## config.mk

```make
export PLATFORM = sky130hd
export DESIGN_NAME = cpu_interrupt_dispatch
export DESIGN_NICKNAME = d
export VERILOG_FILES = /design/src/common/irq_dispatch_pkg.sv /design/src/common/ret_stack_if.sv /design/src/design/cpu_interrupt_dispatch.sv /design/src/design/ret_addr_stack.sv
export SDC_FILE = /design/constraint.sdc
export NUM_CORES = 1
export LEC_CHECK = 0
export ABC_AREA = 1
export ABC_CLOCK_PERIOD_IN_PS = 3400
export BUFFER_PORTS_ARGS = -buffer_cell sky130_fd_sc_hd__buf_2
export CORE_MARGIN = 1.5
export CORE_UTILIZATION = 36
export CTS_CLUSTER_DIAMETER = 100
export CTS_CLUSTER_SIZE = 20
export DETAILED_ROUTE_END_ITERATION = 6
export PLACE_DENSITY = 0.52
export SYNTH_ARGS = -nofsm -noshare
export SYNTH_HDL_FRONTEND = slang
export SYNTH_HIERARCHICAL = 1
export SYNTH_SLANG_ARGS = --single-unit
export TNS_END_PERCENT = 1
```

## constraint.sdc

```tcl
create_clock -name pclk -period 3.4 [get_ports pclk]
set_clock_uncertainty 0.15 [all_clocks]
set_input_delay 0.51 -clock pclk [delete_from_list [all_inputs] [get_ports pclk]]
set_output_delay 0.51 -clock pclk [all_outputs]
set_load 0.005 [all_outputs]
```

## src/common/irq_dispatch_pkg.sv

```systemverilog
// Constants, register map and state encoding of the interrupt dispatch block.
// Assumes one clock (pclk, 125 MHz) and four clock phases per instruction cycle.
package irq_dispatch_pkg;

  // ==========================================================================
  // Timing
  // ==========================================================================
  localparam int unsigned CLK_PERIOD_NS = 8;
  localparam int unsigned Q_PHASES_PER_INSTR = 4;
  localparam int unsigned INSTR_CYCLE_TIME_NS = CLK_PERIOD_NS * Q_PHASES_PER_INSTR;
  localparam int unsigned LATENCY_INSTR = 3;
  localparam logic [1:0] Q1_PHASE = 2'h0;
  localparam logic [1:0] Q_PHASE_STEP = 2'h1;

  // ==========================================================================
  // Program counter and return stack
  // ==========================================================================
  localparam int unsigned PC_W = 13;
  localparam int unsigned STACK_DEPTH = 8;
  localparam int unsigned STACK_PTR_W = 3;
  localparam logic [STACK_PTR_W-1:0] STACK_PTR_STEP = 3'h1;
  localparam logic [STACK_PTR_W-1:0] STACK_PTR_RESET = 3'h0;
  localparam logic [PC_W-1:0] IRQ_VECTOR_ADDR = 13'h0004;
  localparam logic [PC_W-1:0] PC_RESET = 13'h0000;

  // ==========================================================================
  // Register map (byte addresses) and reset values
  // ==========================================================================
  localparam int unsigned ADDR_W = 8;
  localparam logic [ADDR_W-1:0] OFF_IRQ_CONTROL = 8'h00;
  localparam logic [ADDR_W-1:0] OFF_PERIPH_FLAG_A = 8'h04;
  localparam logic [ADDR_W-1:0] OFF_PERIPH_FLAG_B = 8'h08;
  localparam logic [ADDR_W-1:0] OFF_PERIPH_ENABLE_A = 8'h0c;
  localparam logic [ADDR_W-1:0] OFF_PERIPH_ENABLE_B = 8'h10;
  localparam logic [ADDR_W-1:0] OFF_DISPATCH_STATUS = 8'h14;
  localparam logic [7:0] CONTROL_RESET = 8'h00;
  localparam logic [7:0] PERIPH_A_RESET = 8'h00;
  localparam logic [0:0] PERIPH_B_RESET = 1'h0;

  // Control register fields: global enable, group enable, three core enables, three flags.
  localparam int unsigned CTL_GLB_BIT = 7;
  localparam int unsigned CTL_GRP_BIT = 6;
  localparam int unsigned CTL_IE_LSB = 3;
  localparam int unsigned CTL_IF_LSB = 0;
  localparam int unsigned CORE_SRC_N = 3;
  localparam int unsigned PERIPH_A_N = 8;
  localparam int unsigned PERIPH_B_N = 1;

  // Dispatch status fields.
  localparam int unsigned STS_STATE_LSB = 0;
  localparam int unsigned STS_PENDING_BIT = 2;
  localparam int unsigned STS_GLB_BIT = 3;

  // Dispatch sequence, Gray coded along its only path.
  typedef enum logic [1:0]
  {
    ST_IDLE = 2'h0,
    ST_FLUSH = 2'h1,
    ST_FETCH = 2'h3,
    ST_EXEC = 2'h2
  } dispatch_state_t;

endpackage

```

## src/common/ret_stack_if.sv

```systemverilog
// Link between the dispatch logic and its return-address stack.
// Assumes both ends run on the same clock; push and pop are one-cycle strobes.
`timescale 1ns/1ps
`default_nettype none
interface ret_stack_if;
  import irq_dispatch_pkg::*;
  logic push;
  logic pop;
  logic [PC_W-1:0] push_addr;
  logic [PC_W-1:0] top_addr;
  modport owner
  (
    output push,
    output pop,
    output push_addr,
    input top_addr
  );
  modport store
  (
    input push,
    input pop,
    input push_addr,
    output top_addr
  );
endinterface
`default_nettype wire

```

## src/design/cpu_interrupt_dispatch.sv

```systemverilog
// Interrupt dispatch of an 8-bit core: flags, enables, vectoring and return.
// Assumes an APB master on pclk, a core that follows pc_load and flush_nop,
// and an external interrupt pin that is asynchronous to pclk.
//
// Design decisions made here: the address map and register access over APB.
`timescale 1ns/1ps
`default_nettype none

// Overview of operation
// - Reset leaves every interrupt disabled.
// - Vectoring needs global and source enables.
// - Peripheral sources also need group enable.
// - Flags set whatever the enables are.
// - Entry flushes, clears global, pushes, vectors.
// - Global clear: flag sets, no vectoring.
// - Pending event serviced once global sets.
// - Return pops address and sets global enable.
// - Synchronous event reaches vector in three cycles.
// - Pin event reaches vector in three-four cycles.
// - Latency ignores current instruction length.
// - Pin flag sampled for dispatch at Q1.
// - Pin flag may set in any phase, Q1 through Q4.
// - Eight-entry thirteen-bit circular return stack.
module cpu_interrupt_dispatch
  import irq_dispatch_pkg::*;
(
  input wire logic pclk,
  input wire logic presetn,
  input wire logic psel,
  input wire logic penable,
  input wire logic pwrite,
  input wire logic [ADDR_W-1:0] paddr,
  input wire logic [31:0] pwdata,
  output logic [31:0] prdata,
  output logic pready,
  output logic pslverr,
  input wire logic ext_irq_pin,
  input wire logic timer_event,
  input wire logic port_change_event,
  input wire logic [PERIPH_A_N-1:0] periph_event_a,
  input wire logic [PERIPH_B_N-1:0] periph_event_b,
  input wire logic [PC_W-1:0] pc_current,
  input wire logic return_from_irq,
  output logic [1:0] q_phase,
  output logic flush_nop,
  output logic pc_load,
  output logic [PC_W-1:0] pc_load_value,
  output logic vector_exec,
  output logic irq_out
);

  // ==========================================================================
  // Declarations
  // ==========================================================================
  ret_stack_if stk_bus ();

  logic [1:0] q_reg;
  logic at_q1;
  logic ext_meta_reg;
  logic ext_sync_reg;
  logic ext_prev_reg;
  logic ext_edge;
  logic [7:0] irq_control_reg;
  logic [7:0] irq_control_next;
  logic [PERIPH_A_N-1:0] periph_flag_reg_a;
  logic [PERIPH_B_N-1:0] periph_flag_reg_b;
  logic [PERIPH_A_N-1:0] periph_enable_reg_a;
  logic [PERIPH_B_N-1:0] periph_enable_reg_b;
  logic [CORE_SRC_N-1:0] core_events;
  logic [CORE_SRC_N-1:0] core_clear;
  logic [CORE_SRC_N-1:0] core_flags;
  logic [CORE_SRC_N-1:0] core_enables;
  logic global_irq_enable;
  logic periph_irq_enable;
  logic [PERIPH_A_N-1:0] periph_terms_a;
  logic [PERIPH_B_N-1:0] periph_terms_b;
  logic pending;
  logic pending_reg;
  dispatch_state_t state_reg;
  logic enter_irq;
  logic take_return;
  logic bus_access;
  logic wr_fire;
  logic addr_hit;
  logic [31:0] rd_data;
  logic pready_reg;
  logic [31:0] prdata_reg;
  logic pslverr_reg;
  logic flush_nop_reg;
  logic pc_load_reg;
  logic [PC_W-1:0] pc_load_value_reg;
  logic vector_exec_reg;
  logic irq_out_reg;

  // ==========================================================================
  // Instruction cycle phases
  // ==========================================================================
  // Four clocks make one instruction cycle; phase zero is Q1.
  always_ff @(posedge pclk or negedge presetn)
  begin
    if (!presetn)
      q_reg <= Q1_PHASE;
    else
      q_reg <= q_reg + Q_PHASE_STEP;
  end

  assign at_q1 = (q_reg == Q1_PHASE);

  // ==========================================================================
  // External pin synchroniser
  // ==========================================================================
  // Two flops guard against metastability; only the second feeds the edge detector.
  always_ff @(posedge pclk or negedge presetn)
  begin
    if (!presetn)
    begin
      ext_meta_reg <= 1'b0;
      ext_sync_reg <= 1'b0;
      ext_prev_reg <= 1'b0;
    end
    else
    begin
      ext_meta_reg <= ext_irq_pin;
      ext_sync_reg <= ext_meta_reg;
      ext_prev_reg <= ext_sync_reg;
    end
  end

  // A rising edge may arrive in any phase, so the pin flag can set at any clock.
  assign ext_edge = ext_sync_reg & ~ext_prev_reg;

  // ==========================================================================
  // APB slave
  // ==========================================================================
  // Every access takes two access-phase cycles: pready rises one clock after
  // penable, and the write happens at the edge that sees pready high; read data is registered at the edge that raises it.
  assign bus_access = psel & penable;
  assign wr_fire = bus_access & pwrite & pready_reg & addr_hit;

  // Read mux and address decode.
  always_comb
  begin
    rd_data = 32'h0000_0000;
    addr_hit = 1'b1;
    unique case (paddr)
      OFF_IRQ_CONTROL: rd_data[7:0] = irq_control_reg;
      OFF_PERIPH_FLAG_A: rd_data[PERIPH_A_N-1:0] = periph_flag_reg_a;
      OFF_PERIPH_FLAG_B: rd_data[PERIPH_B_N-1:0] = periph_flag_reg_b;
      OFF_PERIPH_ENABLE_A: rd_data[PERIPH_A_N-1:0] = periph_enable_reg_a;
      OFF_PERIPH_ENABLE_B: rd_data[PERIPH_B_N-1:0] = periph_enable_reg_b;
      OFF_DISPATCH_STATUS:
      begin
        rd_data[STS_STATE_LSB +: 2] = state_reg;
        rd_data[STS_PENDING_BIT] = pending_reg;
        rd_data[STS_GLB_BIT] = global_irq_enable;
      end
      default: addr_hit = 1'b0;
    endcase
  end

  // Bus answer registers; an unmapped address answers with pslverr.
  always_ff @(posedge pclk or negedge presetn)
  begin
    if (!presetn)
    begin
      pready_reg <= 1'b0;
      prdata_reg <= 32'h0000_0000;
      pslverr_reg <= 1'b0;
    end
    else
    begin
      pready_reg <= bus_access & ~pready_reg;
      prdata_reg <= (bus_access & ~pready_reg & ~pwrite) ? rd_data : 32'h0000_0000;
      pslverr_reg <= bus_access & ~pready_reg & ~addr_hit;
    end
  end

  // ==========================================================================
  // Core-group flags and enables
  // ==========================================================================
  assign core_events = {timer_event, ext_edge, port_change_event};
  assign core_flags = irq_control_reg[CTL_IF_LSB +: CORE_SRC_N];
  assign core_enables = irq_control_reg[CTL_IE_LSB +: CORE_SRC_N];
  assign global_irq_enable = irq_control_reg[CTL_GLB_BIT];
  assign periph_irq_enable = irq_control_reg[CTL_GRP_BIT];
  assign core_clear = (wr_fire && paddr == OFF_IRQ_CONTROL) ?
                      pwdata[CTL_IF_LSB +: CORE_SRC_N] : '0;

  // Flags are write-one-to-clear and a same-cycle event wins over the clear.
  // The global enable is cleared on entry with priority over software, so an
  // entry can never be undone by a racing write; a return sets it again.
  always_comb
  begin
    irq_control_next = irq_control_reg;
    if (wr_fire && paddr == OFF_IRQ_CONTROL)
    begin
      irq_control_next[CTL_GLB_BIT] = pwdata[CTL_GLB_BIT];
      irq_control_next[CTL_GRP_BIT] = pwdata[CTL_GRP_BIT];
      irq_control_next[CTL_IE_LSB +: CORE_SRC_N] = pwdata[CTL_IE_LSB +: CORE_SRC_N];
    end
    irq_control_next[CTL_IF_LSB +: CORE_SRC_N] = (core_flags & ~core_clear) | core_events;
    if (take_return)
      irq_control_next[CTL_GLB_BIT] = 1'b1;
    if (enter_irq)
      irq_control_next[CTL_GLB_BIT] = 1'b0;
  end

  // Reset clears every enable, including global.
  always_ff @(posedge pclk or negedge presetn)
  begin
    if (!presetn)
      irq_control_reg <= CONTROL_RESET;
    else
      irq_control_reg <= irq_control_next;
  end

  // ==========================================================================
  // Peripheral-group flags and enables
  // ==========================================================================
  // Flags record their events whatever the enables say; set beats clear.
  always_ff @(posedge pclk or negedge presetn)
  begin
    if (!presetn)
    begin
      periph_flag_reg_a <= PERIPH_A_RESET;
      periph_flag_reg_b <= PERIPH_B_RESET;
    end
    else
    begin
      periph_flag_reg_a <= (periph_flag_reg_a &
        ~((wr_fire && paddr == OFF_PERIPH_FLAG_A) ? pwdata[PERIPH_A_N-1:0] : '0))
        | periph_event_a;
      periph_flag_reg_b <= (periph_flag_reg_b &
        ~((wr_fire && paddr == OFF_PERIPH_FLAG_B) ? pwdata[PERIPH_B_N-1:0] : '0))
        | periph_event_b;
    end
  end

  // Individual peripheral enables are plain read-write bits.
  always_ff @(posedge pclk or negedge presetn)
  begin
    if (!presetn)
    begin
      periph_enable_reg_a <= PERIPH_A_RESET;
      periph_enable_reg_b <= PERIPH_B_RESET;
    end
    else
    begin
      if (wr_fire && paddr == OFF_PERIPH_ENABLE_A)
        periph_enable_reg_a <= pwdata[PERIPH_A_N-1:0];
      if (wr_fire && paddr == OFF_PERIPH_ENABLE_B)
        periph_enable_reg_b <= pwdata[PERIPH_B_N-1:0];
    end
  end

  // ==========================================================================
  // Request formation
  // ==========================================================================
  // Each flag is gated by its own enable; the peripheral terms also by the
  // group enable. Global enable is applied only where dispatch is decided.
  assign periph_terms_a = periph_flag_reg_a & periph_enable_reg_a;
  assign periph_terms_b = periph_flag_reg_b & periph_enable_reg_b;
  assign pending = (|(core_flags & core_enables))
                   | (periph_irq_enable & (|periph_terms_a | |periph_terms_b));

  // Registered so that the interrupt line and the dispatch see one value.
  always_ff @(posedge pclk or negedge presetn)
  begin
    if (!presetn)
    begin
      pending_reg <= 1'b0;
      irq_out_reg <= 1'b0;
    end
    else
    begin
      pending_reg <= pending;
      irq_out_reg <= pending;
    end
  end

  // ==========================================================================
  // Dispatch sequence
  // ==========================================================================
  // The request is looked at only at Q1, once per instruction cycle, so an
  // asynchronous pin edge waits up to one more cycle than a synchronous event.
  // Nothing here looks at the running instruction, so a two-cycle instruction
  // gives the same latency as a one-cycle one.
  assign enter_irq = at_q1 && state_reg == ST_IDLE
                     && pending_reg && global_irq_enable;
  assign take_return = return_from_irq && state_reg == ST_IDLE && !enter_irq;

  // Each step lasts one instruction cycle.
  always_ff @(posedge pclk or negedge presetn)
  begin
    if (!presetn)
      state_reg <= ST_IDLE;
    else if (at_q1)
    begin
      unique case (state_reg)
        ST_IDLE: if (enter_irq) state_reg <= ST_FLUSH;
        ST_FLUSH: state_reg <= ST_FETCH;
        ST_FETCH: state_reg <= ST_EXEC;
        ST_EXEC: state_reg <= ST_IDLE;
      endcase
    end
  end

  // The prefetched instruction is replaced by a no-operation for the whole
  // flush cycle so that it changes no register or flag.
  always_ff @(posedge pclk or negedge presetn)
  begin
    if (!presetn)
      flush_nop_reg <= 1'b0;
    else if (at_q1)
      flush_nop_reg <= enter_irq;
  end

  // Program counter loads: the vector during entry, the popped address on return.
  always_ff @(posedge pclk or negedge presetn)
  begin
    if (!presetn)
    begin
      pc_load_reg <= 1'b0;
      pc_load_value_reg <= PC_RESET;
    end
    else if (at_q1 && state_reg == ST_FLUSH)
    begin
      pc_load_reg <= 1'b1;
      pc_load_value_reg <= IRQ_VECTOR_ADDR;
    end
    else if (take_return)
    begin
      pc_load_reg <= 1'b1;
      pc_load_value_reg <= stk_bus.top_addr;
    end
    else
      pc_load_reg <= 1'b0;
  end

  // Marks the first clock of execution at the vector address.
  always_ff @(posedge pclk or negedge presetn)
  begin
    if (!presetn)
      vector_exec_reg <= 1'b0;
    else
      vector_exec_reg <= at_q1 && state_reg == ST_FETCH;
  end

  // ==========================================================================
  // Return stack
  // ==========================================================================
  // The current program counter is saved in the same clock as entry.
  assign stk_bus.push = enter_irq;
  assign stk_bus.push_addr = pc_current;
  assign stk_bus.pop = take_return;

  ret_addr_stack ret_addr_stack_inst
  (
    .pclk(pclk),
    .presetn(presetn),
    .stk(stk_bus.store)
  );

  // ==========================================================================
  // Outputs
  // ==========================================================================
  assign prdata = prdata_reg;
  assign pready = pready_reg;
  assign pslverr = pslverr_reg;
  assign q_phase = q_reg;
  assign flush_nop = flush_nop_reg;
  assign pc_load = pc_load_reg;
  assign pc_load_value = pc_load_value_reg;
  assign vector_exec = vector_exec_reg;
  assign irq_out = irq_out_reg;

endmodule
`default_nettype wire

```

## src/design/ret_addr_stack.sv

```systemverilog
// Eight-entry circular return-address stack.
// Assumes push and pop are never asserted together; push wins if they are.
`timescale 1ns/1ps
`default_nettype none
module ret_addr_stack
  import irq_dispatch_pkg::*;
(
  input wire logic pclk,
  input wire logic presetn,
  ret_stack_if.store stk
);

  logic [PC_W-1:0] mem [STACK_DEPTH];
  logic [STACK_PTR_W-1:0] ptr_reg;
  logic [STACK_PTR_W-1:0] below_ptr;

  // ==========================================================================
  // Pointer
  // ==========================================================================
  // The pointer wraps freely, so a ninth push silently overwrites the oldest.
  always_ff @(posedge pclk or negedge presetn)
  begin
    if (!presetn)
      ptr_reg <= STACK_PTR_RESET;
    else if (stk.push)
      ptr_reg <= ptr_reg + STACK_PTR_STEP;
    else if (stk.pop)
      ptr_reg <= below_ptr;
  end

  // Storage is not reset; an underflowing pop returns whatever stands there.
  always_ff @(posedge pclk)
  begin
    if (stk.push)
      mem[ptr_reg] <= stk.push_addr;
  end

  // The top entry sits just below the pointer.
  assign below_ptr = ptr_reg - STACK_PTR_STEP;
  assign stk.top_addr = mem[below_ptr];

endmodule
`default_nettype wire

```

## After elaboration in Yosys (flattened, before gate mapping)

Memories as Yosys holds them, arrays and structs flattened.
Index checks and enable logic that the tools add are counted.

| word-level totals | value |
|---|---|
| output and inout port bits | 53 |
| logic and storage cells | 105 |
| bits of input ports | 71 |
| bits in writable memories | 104 |
| register bits | 63 |
| memories kept | 1 |

Memories:

| memory | words | width | rd ports | clocked after Yosys merged registers in | write ports | RTL line | source |
|---|---|---|---|---|---|---|---|
| ret_addr_stack_inst.mem | 8 | 13 | 1 | 0 | 1 | ret_addr_stack.sv:13 | `logic [PC_W-1:0] mem [STACK_DEPTH];` |

| operators by class | value |
|---|---|
| bitwise operators | 27 |
| multiplexer cells | 21 |
| reductions and logical operators | 23 |
| equal/unequal tests | 9 |
| $add $sub $neg | 3 |

Operators by type and width:

| cell | count |
|---|---|
| two-way mux 13 bit | 2 |
| AND 8 bit | 2 |
| equality test 8 x 4 -> 1 bit, second input constant | 2 |
| equality test 8 x 5 -> 1 bit, second input constant | 2 |
| two-way mux 8 bit | 2 |
| logical AND 1 bit | 12 |
| one-hot mux 3 bit (4 select lines) | 1 |
| one-hot mux 4 bit (3 select lines) | 1 |
| AND 1 bit | 11 |
| two-way mux 3 bit | 3 |
| equality test 8 x 3 -> 1 bit, second input constant | 1 |
| logical NOT 8 bit | 1 |
| two-way mux 1 bit | 8 |
| NOT 8 bit | 1 |
| bitwise OR 8 bit | 1 |
| one-hot mux 2 bit (4 select lines) | 1 |
| OR reduction 8 bit | 1 |
| AND 3 bit | 2 |
| one-hot mux 1 bit (6 select lines) | 1 |
| OR reduction 6 bit | 1 |
| two-way mux 5 bit | 1 |
| NOT 1 bit | 5 |
| equality test 2 bit, second input constant | 2 |
| logical NOT 2 bit | 2 |
| other kinds (14) | 17 |

## Longest topological paths before layout

Gate-level depths: netlist of run 1.

| depth | value |
|---|---|
| word-level depth | 9 |
| depth in mapped cells | 12 |

## By module

Netlist of run 1, hierarchy kept.

By module, submodules not included:

| module | cells an instance | area an instance (um^2) | times used |
|---|---|---|---|
| ret_addr_stack | 484 | 4749.6 | 1 |
| cpu_interrupt_dispatch | 333 | 2900.3 | 1 |

## Least setup slack after synthesis of run 1

No wires, ideal clock.

| timing | value |
|---|---|
| path kind | reg2reg |
| start point | reg q_reg[0] (netlist: q_phase[0]) |
| end point | mem ret_addr_stack_inst.mem[1][0] (enable) |
| slack | 1.085 ns |
| stages on the path, launching flop included | 7 |
| required time | 2.868 ns |
| data arrival time | 1.782 ns |
| cell sequence | dfrtp_1 > inv_1 > ha_1 > nand3_1 > nor2_1 > nand2_1 > nor2_1 |

| on the way | value |
|---|---|
| longest elaborated chain between the ends | 6 |

Ends and longest elaborated chain:

| item | RTL line | source |
|---|---|---|
| start: declaration | cpu_interrupt_dispatch.sv:57 | `logic [1:0] q_reg;` |
| start signal: assignment | cpu_interrupt_dispatch.sv:104 | `q_reg <= q_reg + Q_PHASE_STEP;` |
| logical NOT 2 bit | cpu_interrupt_dispatch.sv:107 | `assign at_q1 = (q_reg == Q1_PHASE);` |
| logical AND 1 bit | cpu_interrupt_dispatch.sv:288 | `assign enter_irq = at_q1 && state_reg == ST_IDLE` |
| logical AND 1 bit (2 in a row) | cpu_interrupt_dispatch.sv:289 | `&& pending_reg && global_irq_enable;` |
| net enter_irq | cpu_interrupt_dispatch.sv:80 | `logic enter_irq;` |
| two-way mux 1 bit | ret_addr_stack.sv:34 | `if (stk.push)` |
| two-way mux 1 bit (not written as such) | ret_addr_stack.sv:35 | `mem[ptr_reg] <= stk.push_addr;` |
| end: declaration | ret_addr_stack.sv:13 |  |

The timed path passes the listed nets, and every way through them passes these cells.

## Worst setup path after layout of run 1

| timing | value |
|---|---|
| start point | reg q_reg[0] (netlist: q_phase[0]) |
| end point | mem ret_addr_stack_inst.mem[4][9] (enable) |

Same word-level chain as after synthesis.

==> metrics.cfg, run 1 <==
[power]
swShare_pct = 36.0
p_sw_w = 0.00223
power.density_nw_per_um2 = 700
p_seq_share_pct = 37.7
pwr-share-clk_pct = 30.9
p_leak_nw = 4.28
p_int_w = 0.00396
comb_power_share_pct = 31.4
ir_drop_uv = 367

[sta]
period_needed_ns = 2.49
rsz0062_at_grt = no
final-hold-violation-count = 0
hold_slack_ns = 0.0358
slew_violations = 0
final.setup.tns_ns = 0
relSlewSlack_pct = 41.6
clock.fmax_ghz = 0.401
period_share_pct = 73.3
final-setup-viol-count = 0
worst_slew_pin_slew_ns = 0.876

[final_layout]
largest_reg_flops = 104
layout.nets = 973
fill_cells = 2053
regArea_um2 = 4700
syn_to_final_growth_pct = 15.6
drive_gt1_share_pct = 16.7
multi_input_area_um2 = 2140
layout_commonest_cell = nand2_1
layout_common_cells = 279 x nand2_1, 147 x inv_1, 104 x edfxtp_1

[global_route]
grt_pass1_vias = 4933
grt_max_degree = 64
antenna_found_initial = 1
track_usage_pct = 16.2
grt_pass1_wl_um = 26800
grt-ovfl-total = 0

[clock_network]
cts_buffers = 17
cts_tree = done
post_cts_resized = 0
clock-root-buffer = clkbuf_16
clock_path_buffers = 2
clock_sinks = 167
clk_pin_slew_ns = 0.07
ctsHtreeMaxLevel = 4
ctsHoldBuffers = 0
post_cts_buffers = 0
insertion_delay_ns = 0.42

[worst_setup_path]
path_delay_family = simple AND/OR/NAND/NOR gates
r2r_end = ret_addr_stack_inst/mem[4][9]
r2r_slack_ns = 0.91
r2r_cells = 7
end_kind = register
crit_type = reg -> reg
slowest_stage = nor2_1
critPathRequiredTime_ns = 3.37
cpPeakStageDelay_ns = 0.47
worstPathCellList = inv_1, ha_1, nand3_1, nor2_1, nand2_1, nor2_1, buf_4
setup.worst_path.start_class = register
worstPathArrival_ns = 2.46
crit_top_cell = nor2_1
worstPathMaxFanout = 9
cp.buffers_inverters = 2
timing.rr.start = q_phase[0]

[routing]
num_vias = 5254
drt_iter0_drc = 279
dr.pass1.iters = 4
antenna_left = 0
post-route-drc-count = 0
wl_per_cell_um = 14.3
viasPerCell = 4.42
drt-total-wl_um = 17000

[placed_design]
gp_congestion = 0.742
port_buffers = 75
dp_hpwl_um = 10700

[synth]
synth_edf_count = 104
ys_ff_latch = 167
syn_area_um2 = 7650
synth_top_cell_area_share_pct = 40.8
yosysSeqAreaShare_pct = 61.4
ys.flop_type = edfxtp_1
synth_largest_area_cell = edfxtp_1
yosys_warnings = 6
synthTopCellsByArea = edfxtp_1 41%, dfrtp_1 21%, nand2_1 14%
async_flop_share_pct = 37.7
syn_inst = 817
yosysUniqueCellTypes = 37
synth_area_per_cell_um2 = 9.36

[floorplanning]
core_um2 = 21000
die_w_um = 149
ios = 124
fp-row-count = 53
start_util_pct = 36.5
dieArea_um2 = 22100
dieHeight_um = 149

[worst_hold_path]
min_from = ext_irq_pin
min_to = ext_meta_reg
holdPathStages = 1
hold_path.class = in -> reg

[outcome]
status = completed

[flow_run]
maxCapViolCount = 0

-- metrics by stage --
step | setup slack (ns) | util, % | cells | power (W) | area (um2)
after floorplan | 1.09 | - | 840 | 0.00378 | 7740
after global placement | 0.914 | 39.4 | 1155 | 0.00435 | 8250
after detailed placement | 0.881 | 39.4 | 1155 | 0.00435 | 8250
after CTS | 0.859 | 42.2 | 1187 | 0.00627 | 8840
after global routing | 0.696 | 42.2 | 1187 | 0.00661 | 8840
final | 0.909 | 42.2 | 1188 | 0.00619 | 8840
-- worst max path at each step --
stage,depth (start not counted),slack [ns],to,from
5_1_grt,8,0.70,pc_load_value[2],ret_addr_stack_inst/ptr_reg[0]
2_1_floorplan,6,1.09,ret_addr_stack_inst/mem[1][0],q_phase[0]
6_report,7,0.91,ret_addr_stack_inst/mem[4][9],q_phase[0]
3_3_place_gp,8,0.91,pc_load_value[9],ret_addr_stack_inst/ptr_reg[0]
3_5_place_dp,7,0.88,ret_addr_stack_inst/mem[4][7],q_phase[0]
4_1_cts,7,0.86,ret_addr_stack_inst/mem[4][9],q_phase[0]
-- layer usage --
layer / part of all wire [%] / GRT usage [%] / up-vias / routed length (um)
li1: - / - / 2686 / -
met1: 46 / 20.8 / 2444 / 7890
met2: 49 / 27.6 / 115 / 8250
met3: 4.2 / 3.70 / 9 / 720
met4: 0.90 / 4.31 / 0 / 154
met5: 0 / 0 / - / 0
-- cell usage after synthesis (2+ instances only) --
| master | number |
|---|---|
| edfxtp_1 | 104 |
| ha_1 | 3 |
| nand2_2 | 2 |
| nand2_1 | 279 |
| nor2_4 | 2 |
| o21ai_0 | 5 |
| inv_2 | 6 |
| dfrtp_1 | 63 |
| o21ai_2 | 8 |
| buf_6 | 2 |
| buf_2 | 16 |
| nand3_1 | 67 |
| o21ai_1 | 5 |
| inv_1 | 147 |
| nor2_2 | 8 |
| clkbuf_1 | 4 |
| nand4_1 | 14 |
| buf_4 | 26 |
| a21oi_1 | 2 |
| a31oi_1 | 2 |
| nor2_1 | 22 |
| a22o_1 | 12 |
| nor3_1 | 4 |
-- cell type report --
type                       instances  share of cell area (%)
antenna                            1                  0.0283
clock buffer                      17                    4.81
clock inverter                    15                    1.87
inverter                         154                    6.54
multi-input combinational        470                    24.2
sequential                       167                    53.2
tap                              275                    3.89
timing repair buffer              89                    5.46
-- power groups by stage --
stage	sequential, W	clock [W]	combinational [W]
finish	0.00233	0.00191	0.00195
global route	0.00235	0.00204	0.00222
CTS	0.00234	0.00196	0.00197
detailed placement	0.00238	0	0.00197
global placement	0.00238	0	0.00197
floorplan	0.00237	0	0.00142
-- kinds of logic after synthesis --
| family | share of synthesized area [%] |
|---|---|
| adder cells (fa/ha/maj) | 0.491 |
| other | 0.0490 |
| AO/OA/AOI/OAI | 3.75 |
| XOR/XNOR | 0.327 |
| flip-flops | 61.4 |
| buffers and inverters | 11.7 |
| AND/OR/NAND/NOR | 22.3 |
(Power assumes the default switching activity.)
==> run 2, diff against run 1 <==
--- a/config.mk
+++ b/config.mk
@@ -6,7 +6,7 @@
 export NUM_CORES = 1
 export LEC_CHECK = 0
 export ABC_AREA = 1
-export ABC_CLOCK_PERIOD_IN_PS = 3400
+export ABC_CLOCK_PERIOD_IN_PS = 2600
 export BUFFER_PORTS_ARGS = -buffer_cell sky130_fd_sc_hd__buf_2
 export CORE_MARGIN = 1.5
 export CORE_UTILIZATION = 36
==> constraint.sdc (replaced) <==
create_clock -name pclk -period 2.6 [get_ports pclk]
set_clock_uncertainty 0.15 [all_clocks]
set_input_delay 0.39 -clock pclk [delete_from_list [all_inputs] [get_ports pclk]]
set_output_delay 0.39 -clock pclk [all_outputs]
set_load 0.005 [all_outputs]
==> metrics.cfg, run 2 (synthesized netlist as in run 1, its figures left out) <==
[outcome]
status = completed

[power]
p_seq_share_pct = 38.0  ; +0.3 points
swShare_pct = 36.4  ; +0.40 points
p_sw_w = 0.00293  ; +31%
p_int_w = 0.00512  ; +29%
power.density_nw_per_um2 = 893  ; +28%
p_leak_nw = 4.38  ; +2.4%
comb_power_share_pct = 32.2  ; +0.8 points
pwr-share-clk_pct = 29.8  ; -1.1 points
ir_drop_uv = 522  ; +42%
p_total_w = 0.00804  ; +30%

[placed_design]
dp_hpwl_um = 11200  ; +5.1%
port_buffers = 75  ; unchanged
gp_congestion = 0.750  ; +1.0%
preCtsSetupSlack_ns = 0.440  ; -0.440 ns

[routing]
drt_iter0_drc = 258  ; -7.5%
wl_per_cell_um = 14.2  ; -1.0%
antenna_left = 0  ; unchanged
dr.pass1.iters = 4  ; unchanged
num_vias = 5330  ; +1.4%
viasPerCell = 4.40  ; -0.48%
post-route-drc-count = 0  ; unchanged
drt-total-wl_um = 17200  ; +0.88%

[clock_network]
cts_tree = done
clock_sinks = 167  ; unchanged
cts_buffers = 17  ; unchanged
post_cts_buffers = 0  ; unchanged
clock_path_buffers = 2  ; unchanged
clk_pin_slew_ns = 0.07  ; about the same
clock-root-buffer = clkbuf_16
ctsHtreeMaxLevel = 4  ; unchanged
insertion_delay_ns = 0.43  ; about the same

[final_layout]
layout_commonest_cell = nand2_1
post-route-util_pct = 43.0  ; +0.79 points
fill_cells = 2086  ; +1.6%
largest_reg_flops = 104  ; unchanged
layout.nets = 996  ; +2.4%
layout_common_cells = 279 x nand2_1, 147 x inv_1, 104 x edfxtp_1
drive_gt1_share_pct = 17.5  ; +0.87 points
syn_to_final_growth_pct = 17.7

[sta]
relSlewSlack_pct = 42.5  ; +0.86 points
setup_ws_ns = 0.412  ; -0.497 ns
final-setup-viol-count = 0  ; unchanged
period_share_pct = 84.2  ; +11 points
period_needed_ns = 2.19  ; -0.303 ns
final.setup.tns_ns = 0  ; unchanged
worst_slew_pin_slew_ns = 0.863  ; -0.0129 ns
slew_violations = 0  ; unchanged
rsz0062_at_grt = no
final-hold-violation-count = 0  ; unchanged
clock.fmax_ghz = 0.457  ; +14%

[floorplanning]
core_um2 = 21000  ; unchanged
start_util_pct = 36.5  ; unchanged
fp-row-count = 53  ; unchanged
die_w_um = 149  ; unchanged
ios = 124  ; unchanged
dieArea_um2 = 22100  ; unchanged
dieHeight_um = 149  ; unchanged

[worst_hold_path]
min_to = periph_flag_reg_a[7]
min_from = periph_event_a[7]
holdPathStages = 3  ; +2
hold_path.class = in -> reg

[global_route]
track_usage_pct = 16.3  ; +0.073 points
grt_pass1_vias = 5117  ; +3.7%
grt_pass1_wl_um = 27000  ; +0.70%
antenna_found_initial = 1  ; unchanged
grt-ovfl-total = 0  ; unchanged
grt_max_degree = 64  ; unchanged

[worst_setup_path]
r2r_cells = 7  ; unchanged
setup.worst_path.start_class = register
worstPathArrival_ns = 2.17  ; -0.29 ns
r2r_end = ret_addr_stack_inst/mem[4][2]
critPathRequiredTime_ns = 2.58  ; -0.79 ns
crit_type = reg -> reg
worstPathMaxFanout = 6  ; -3
timing.rr.start = q_phase[0]
end_kind = register
r2r_slack_ns = 0.41  ; -0.50 ns

[flow_run]
maxCapViolCount = 0  ; unchanged

## run 2: cell count changes in the layout (fill, tap and decap cells not counted), sizes merged
cell,delta
clkinvlp,-1
clkinv,-3
inv,+5
bufinv,-1
dlygate4sd3,+11
buf,+12
## run 2: power by group through the flow
stage | logic [W] | registers (W) | clock network, W
finish | 0.00259 | 0.00305 | 0.00240
global route | 0.00293 | 0.00307 | 0.00257
CTS | 0.00263 | 0.00306 | 0.00247
detailed placement | 0.00261 | 0.00311 | 0
global placement | 0.00260 | 0.00311 | 0
floorplan | 0.00185 | 0.00310 | 0
## run 2: metrics by stage
step	instances	area (um2)	hold slack, ns
final	1211	9000	0.0309
after global routing	1210	9000	0.0294
after CTS	1210	9000	0.00493
after detailed placement	1167	8340	0.186
after global placement	1167	8340	0.184
after floorplan	840	7740	-0.0556
## run 2: how the worst max path moves through the flow
stage | startpoint | to | slack [ns]
5_1_grt | q_phase[0] | ret_addr_stack_inst/mem[4][2] | 0.25
3_5_place_dp | q_phase[0] | ret_addr_stack_inst/mem[4][3] | 0.44
6_report | q_phase[0] | ret_addr_stack_inst/mem[4][2] | 0.41
2_1_floorplan | q_phase[0] | ret_addr_stack_inst/mem[1][0] | 0.29
3_3_place_gp | q_phase[0] | ret_addr_stack_inst/mem[4][3] | 0.47
4_1_cts | q_phase[0] | ret_addr_stack_inst/mem[4][2] | 0.42
## run 2: cell type report
cell class | instances | area, um2 | area share [%]
tap | 275 | 344 | 3.82
inverter | 154 | 578 | 6.42
clock inverter | 15 | 130 | 1.45
clock buffer | 17 | 425 | 4.72
timing repair buffer | 112 | 683 | 7.59
antenna | 1 | 2.50 | 0.0278
multi-input combinational | 470 | 2140 | 23.8
sequential | 167 | 4700 | 52.2
## run 2: worst max-delay path: stages, from the launching register on
cell and delay, ns:
dfrtp_1 0.37, inv_1 0.07, ha_1 0.27, nand3_1 0.13
nor2_1 0.25, nand2_1 0.17, nor2_1 0.27, buf_4 0.22
## run 2: what timing repair did
item                                   4_1_cts  5_1_grt
endpoints found under the hold margin       73        0
hold buffers                                11        0
resized for setup                            0        0
## run 2: routing by layer
layer  up-vias  share of wire [%]  global-route usage [%]
li1       2734                  -                       -
met1      2465                 47                    20.9
met2       120                 48                    27.0
met3        11                4.4                    3.30
met4         0               0.93                    6.39
met5         -                  0                       0
==> run 3, diff against run 2 <==
--- a/config.mk
+++ b/config.mk
@@ -6,7 +6,7 @@
 export NUM_CORES = 1
 export LEC_CHECK = 0
 export ABC_AREA = 1
-export ABC_CLOCK_PERIOD_IN_PS = 2600
+export ABC_CLOCK_PERIOD_IN_PS = 2200
 export BUFFER_PORTS_ARGS = -buffer_cell sky130_fd_sc_hd__buf_2
 export CORE_MARGIN = 1.5
 export CORE_UTILIZATION = 36
==> constraint.sdc (replaced) <==
create_clock -name pclk -period 2.2 [get_ports pclk]
set_clock_uncertainty 0.15 [all_clocks]
set_input_delay 0.33 -clock pclk [delete_from_list [all_inputs] [get_ports pclk]]
set_output_delay 0.33 -clock pclk [all_outputs]
set_load 0.005 [all_outputs]
==> metrics.cfg, run 3 (synthesized netlist as in run 1, its figures left out) <==
[power]
p_leak_nw = 4.49  ; +2.4%
power.density_nw_per_um2 = 1100  ; +23%
comb_power_share_pct = 32.5  ; +0.3 points
p_sw_w = 0.00350  ; +20%
swShare_pct = 34.6  ; -1.8 points
p_seq_share_pct = 35.7  ; -2.3 points
ir_drop_uv = 802  ; +54%
pwr-share-clk_pct = 31.9  ; +2.1 points
p_int_w = 0.00661  ; +29%

[routing]
dr.pass1.iters = 4  ; unchanged
drt-total-wl_um = 17100  ; -0.36%
wl_per_cell_um = 14.0  ; -1.2%
antenna_left = 0  ; unchanged
num_vias = 5346  ; +0.30%
viasPerCell = 4.38  ; -0.52%
post-route-drc-count = 0  ; unchanged
drt_iter0_drc = 239  ; -7.4%

[worst_setup_path]
worstPathMaxFanout = 9  ; +3
crit_type = reg -> reg
worstPathCellList = inv_1, ha_1, nand3_1, nor2_2, nand2_1, nor2_1, buf_4
slowest_stage = dfrtp_1
critPathRequiredTime_ns = 2.17  ; -0.41 ns
worstPathArrival_ns = 1.94  ; -0.23 ns
timing.rr.start = q_phase[0]
startpoint = q_phase[0]
cpPeakStageDelay_ns = 0.37  ; about the same
setup.worst_path.start_class = register
end_kind = register

[placed_design]
dpl.cell_count = 1175  ; +0.69%
gp_congestion = 0.763  ; +1.8%
dp_hpwl_um = 11400  ; +1.7%
postPlaceCellArea_um2 = 8450  ; +1.3%
preCtsSetupSlack_ns = 0.168  ; -0.272 ns
port_buffers = 75  ; unchanged

[clock_network]
clock-root-buffer = clkbuf_16
clock_path_buffers = 2  ; unchanged
clock_sinks = 167  ; unchanged
cts_buffers = 17  ; unchanged
ctsHtreeMaxLevel = 4  ; unchanged
insertion_delay_ns = 0.43  ; about the same
cts_tree = done
clk_pin_slew_ns = 0.07  ; about the same
post_cts_buffers = 0  ; unchanged

[outcome]
status = completed

[floorplanning]
die_w_um = 149  ; unchanged
start_util_pct = 36.5  ; unchanged
dieArea_um2 = 22100  ; unchanged
fp-row-count = 53  ; unchanged
dieHeight_um = 149  ; unchanged
ios = 124  ; unchanged
core_um2 = 21000  ; unchanged

[sta]
final-setup-viol-count = 0  ; unchanged
worst_slew_pin_slew_ns = 0.531  ; -0.332 ns
relSlewSlack_pct = 64.6  ; +22 points
slew_violations = 0  ; unchanged
setup_ws_ns = 0.234  ; -0.178 ns
rsz0062_at_grt = no
final-hold-violation-count = 0  ; unchanged
period_needed_ns = 1.97  ; -0.222 ns
clock.fmax_ghz = 0.509  ; +11%
period_share_pct = 89.4  ; +5.2 points

[global_route]
track_usage_pct = 16.2  ; -0.022 points
antenna_found_initial = 1  ; unchanged
met3_usage_pct = 3.64  ; +0.34 points
grtUsageMet1_pct = 20.9  ; -0.048 points
grt_pass1_wl_um = 27200  ; +0.48%
grt_use_met2_pct = 27.8  ; +0.77 points
grt-ovfl-total = 0  ; unchanged
grt_pass1_vias = 5186  ; +1.3%
grt_max_degree = 64  ; unchanged
busiest_layer = met2

[final_layout]
finalNonFillerCells = 1221  ; +0.83%
layout_commonest_cell = nand2_1
postLayoutCellArea_um2 = 9220  ; +2.4%
post-route-util_pct = 44.0  ; +1.0 points
drive_gt1_share_pct = 18.3  ; +0.77 points
largest_reg_flops = 104  ; unchanged
layout.nets = 1006  ; +1.0%
layout_common_cells = 279 x nand2_1, 147 x inv_1, 104 x edfxtp_1
syn_to_final_growth_pct = 20.6

[worst_hold_path]
hold_path.class = in -> reg
min_from = pwdata[2]

[flow_run]
maxCapViolCount = 0  ; unchanged

==> run 3: cell count changes in the layout (fill, tap and decap cells not counted), sizes merged <==
cell	before	now
buf	101	109
bufinv	0	3
clkbuf	17	18
clkinvlp	1	0
dlygate4sd3	11	13
inv	164	161
==> run 3: what timing repair did <==
action / CTS / global route
gates resized for setup: 0 / 1
endpoints found under the hold margin: 75 / 0
hold buffers: 13 / 0
setup endpoints to repair: 0 / 28
==> run 3: critical path, delay by kind of cell (launching register included) <==
kind,cells,cell delay [ns]
AND/OR/NAND/NOR,4,0.63
flip-flops,1,0.37
adder cells (fa/ha/maj),1,0.19
buffers and inverters,2,0.32
==> run 3: power by group through the flow <==
stage                     Clock [W]  Combinational, W  Sequential, W
after floorplan                   0           0.00219        0.00366
after global placement            0           0.00328        0.00367
after detailed placement          0           0.00330        0.00367
after CTS                   0.00330           0.00333        0.00361
after global routing        0.00341           0.00370        0.00362
final                       0.00322           0.00329        0.00361
==> run 3: layout make-up <==
cell class              instances  area (um2)
diodes                          1        2.50
repair buffers                122         813
clock buffers                  18         439
well taps                     275         344
inverters                     154         578
fillers                      2072       11700
flip-flops and latches        167        4700
clock inverters                14         201
multi-input cells             470        2140
==> run 3: path summary, 6_finish.rpt <==
path	end	slack, ns	depth (start not counted)
setup / recovery	ret_addr_stack_inst/mem[1][2]	0.23	7
setup reg to reg	ret_addr_stack_inst/mem[1][2]	0.23	7
hold / removal	periph_enable_reg_a[2]	0.03	3
hold reg to reg	ext_sync_reg	0.21	0
min in group asynchronous	periph_flag_reg_a[3]	0.30	3
max in group asynchronous	pc_load_value[12]	1.30	3
==> run 3: routing by layer <==
| metal | vias to the layer above | wire length (um) |
|---|---|---|
| li1 | 2746 | - |
| met1 | 2476 | 8000 |
| met2 | 115 | 8270 |
| met3 | 9 | 679 |
| met4 | 0 | 164 |
| met5 | - | 0 |
==> run 3: per-stage QoR <==
step	TNS, ns	hold slack [ns]	power (W)
final	0	0.0278	0.0101
after global routing	0	0.0254	0.0107
after CTS	0	0.0170	0.0102
after detailed placement	0	0.195	0.00697
after global placement	0	0.190	0.00696
after floorplan	-11.14	-0.116	0.00585
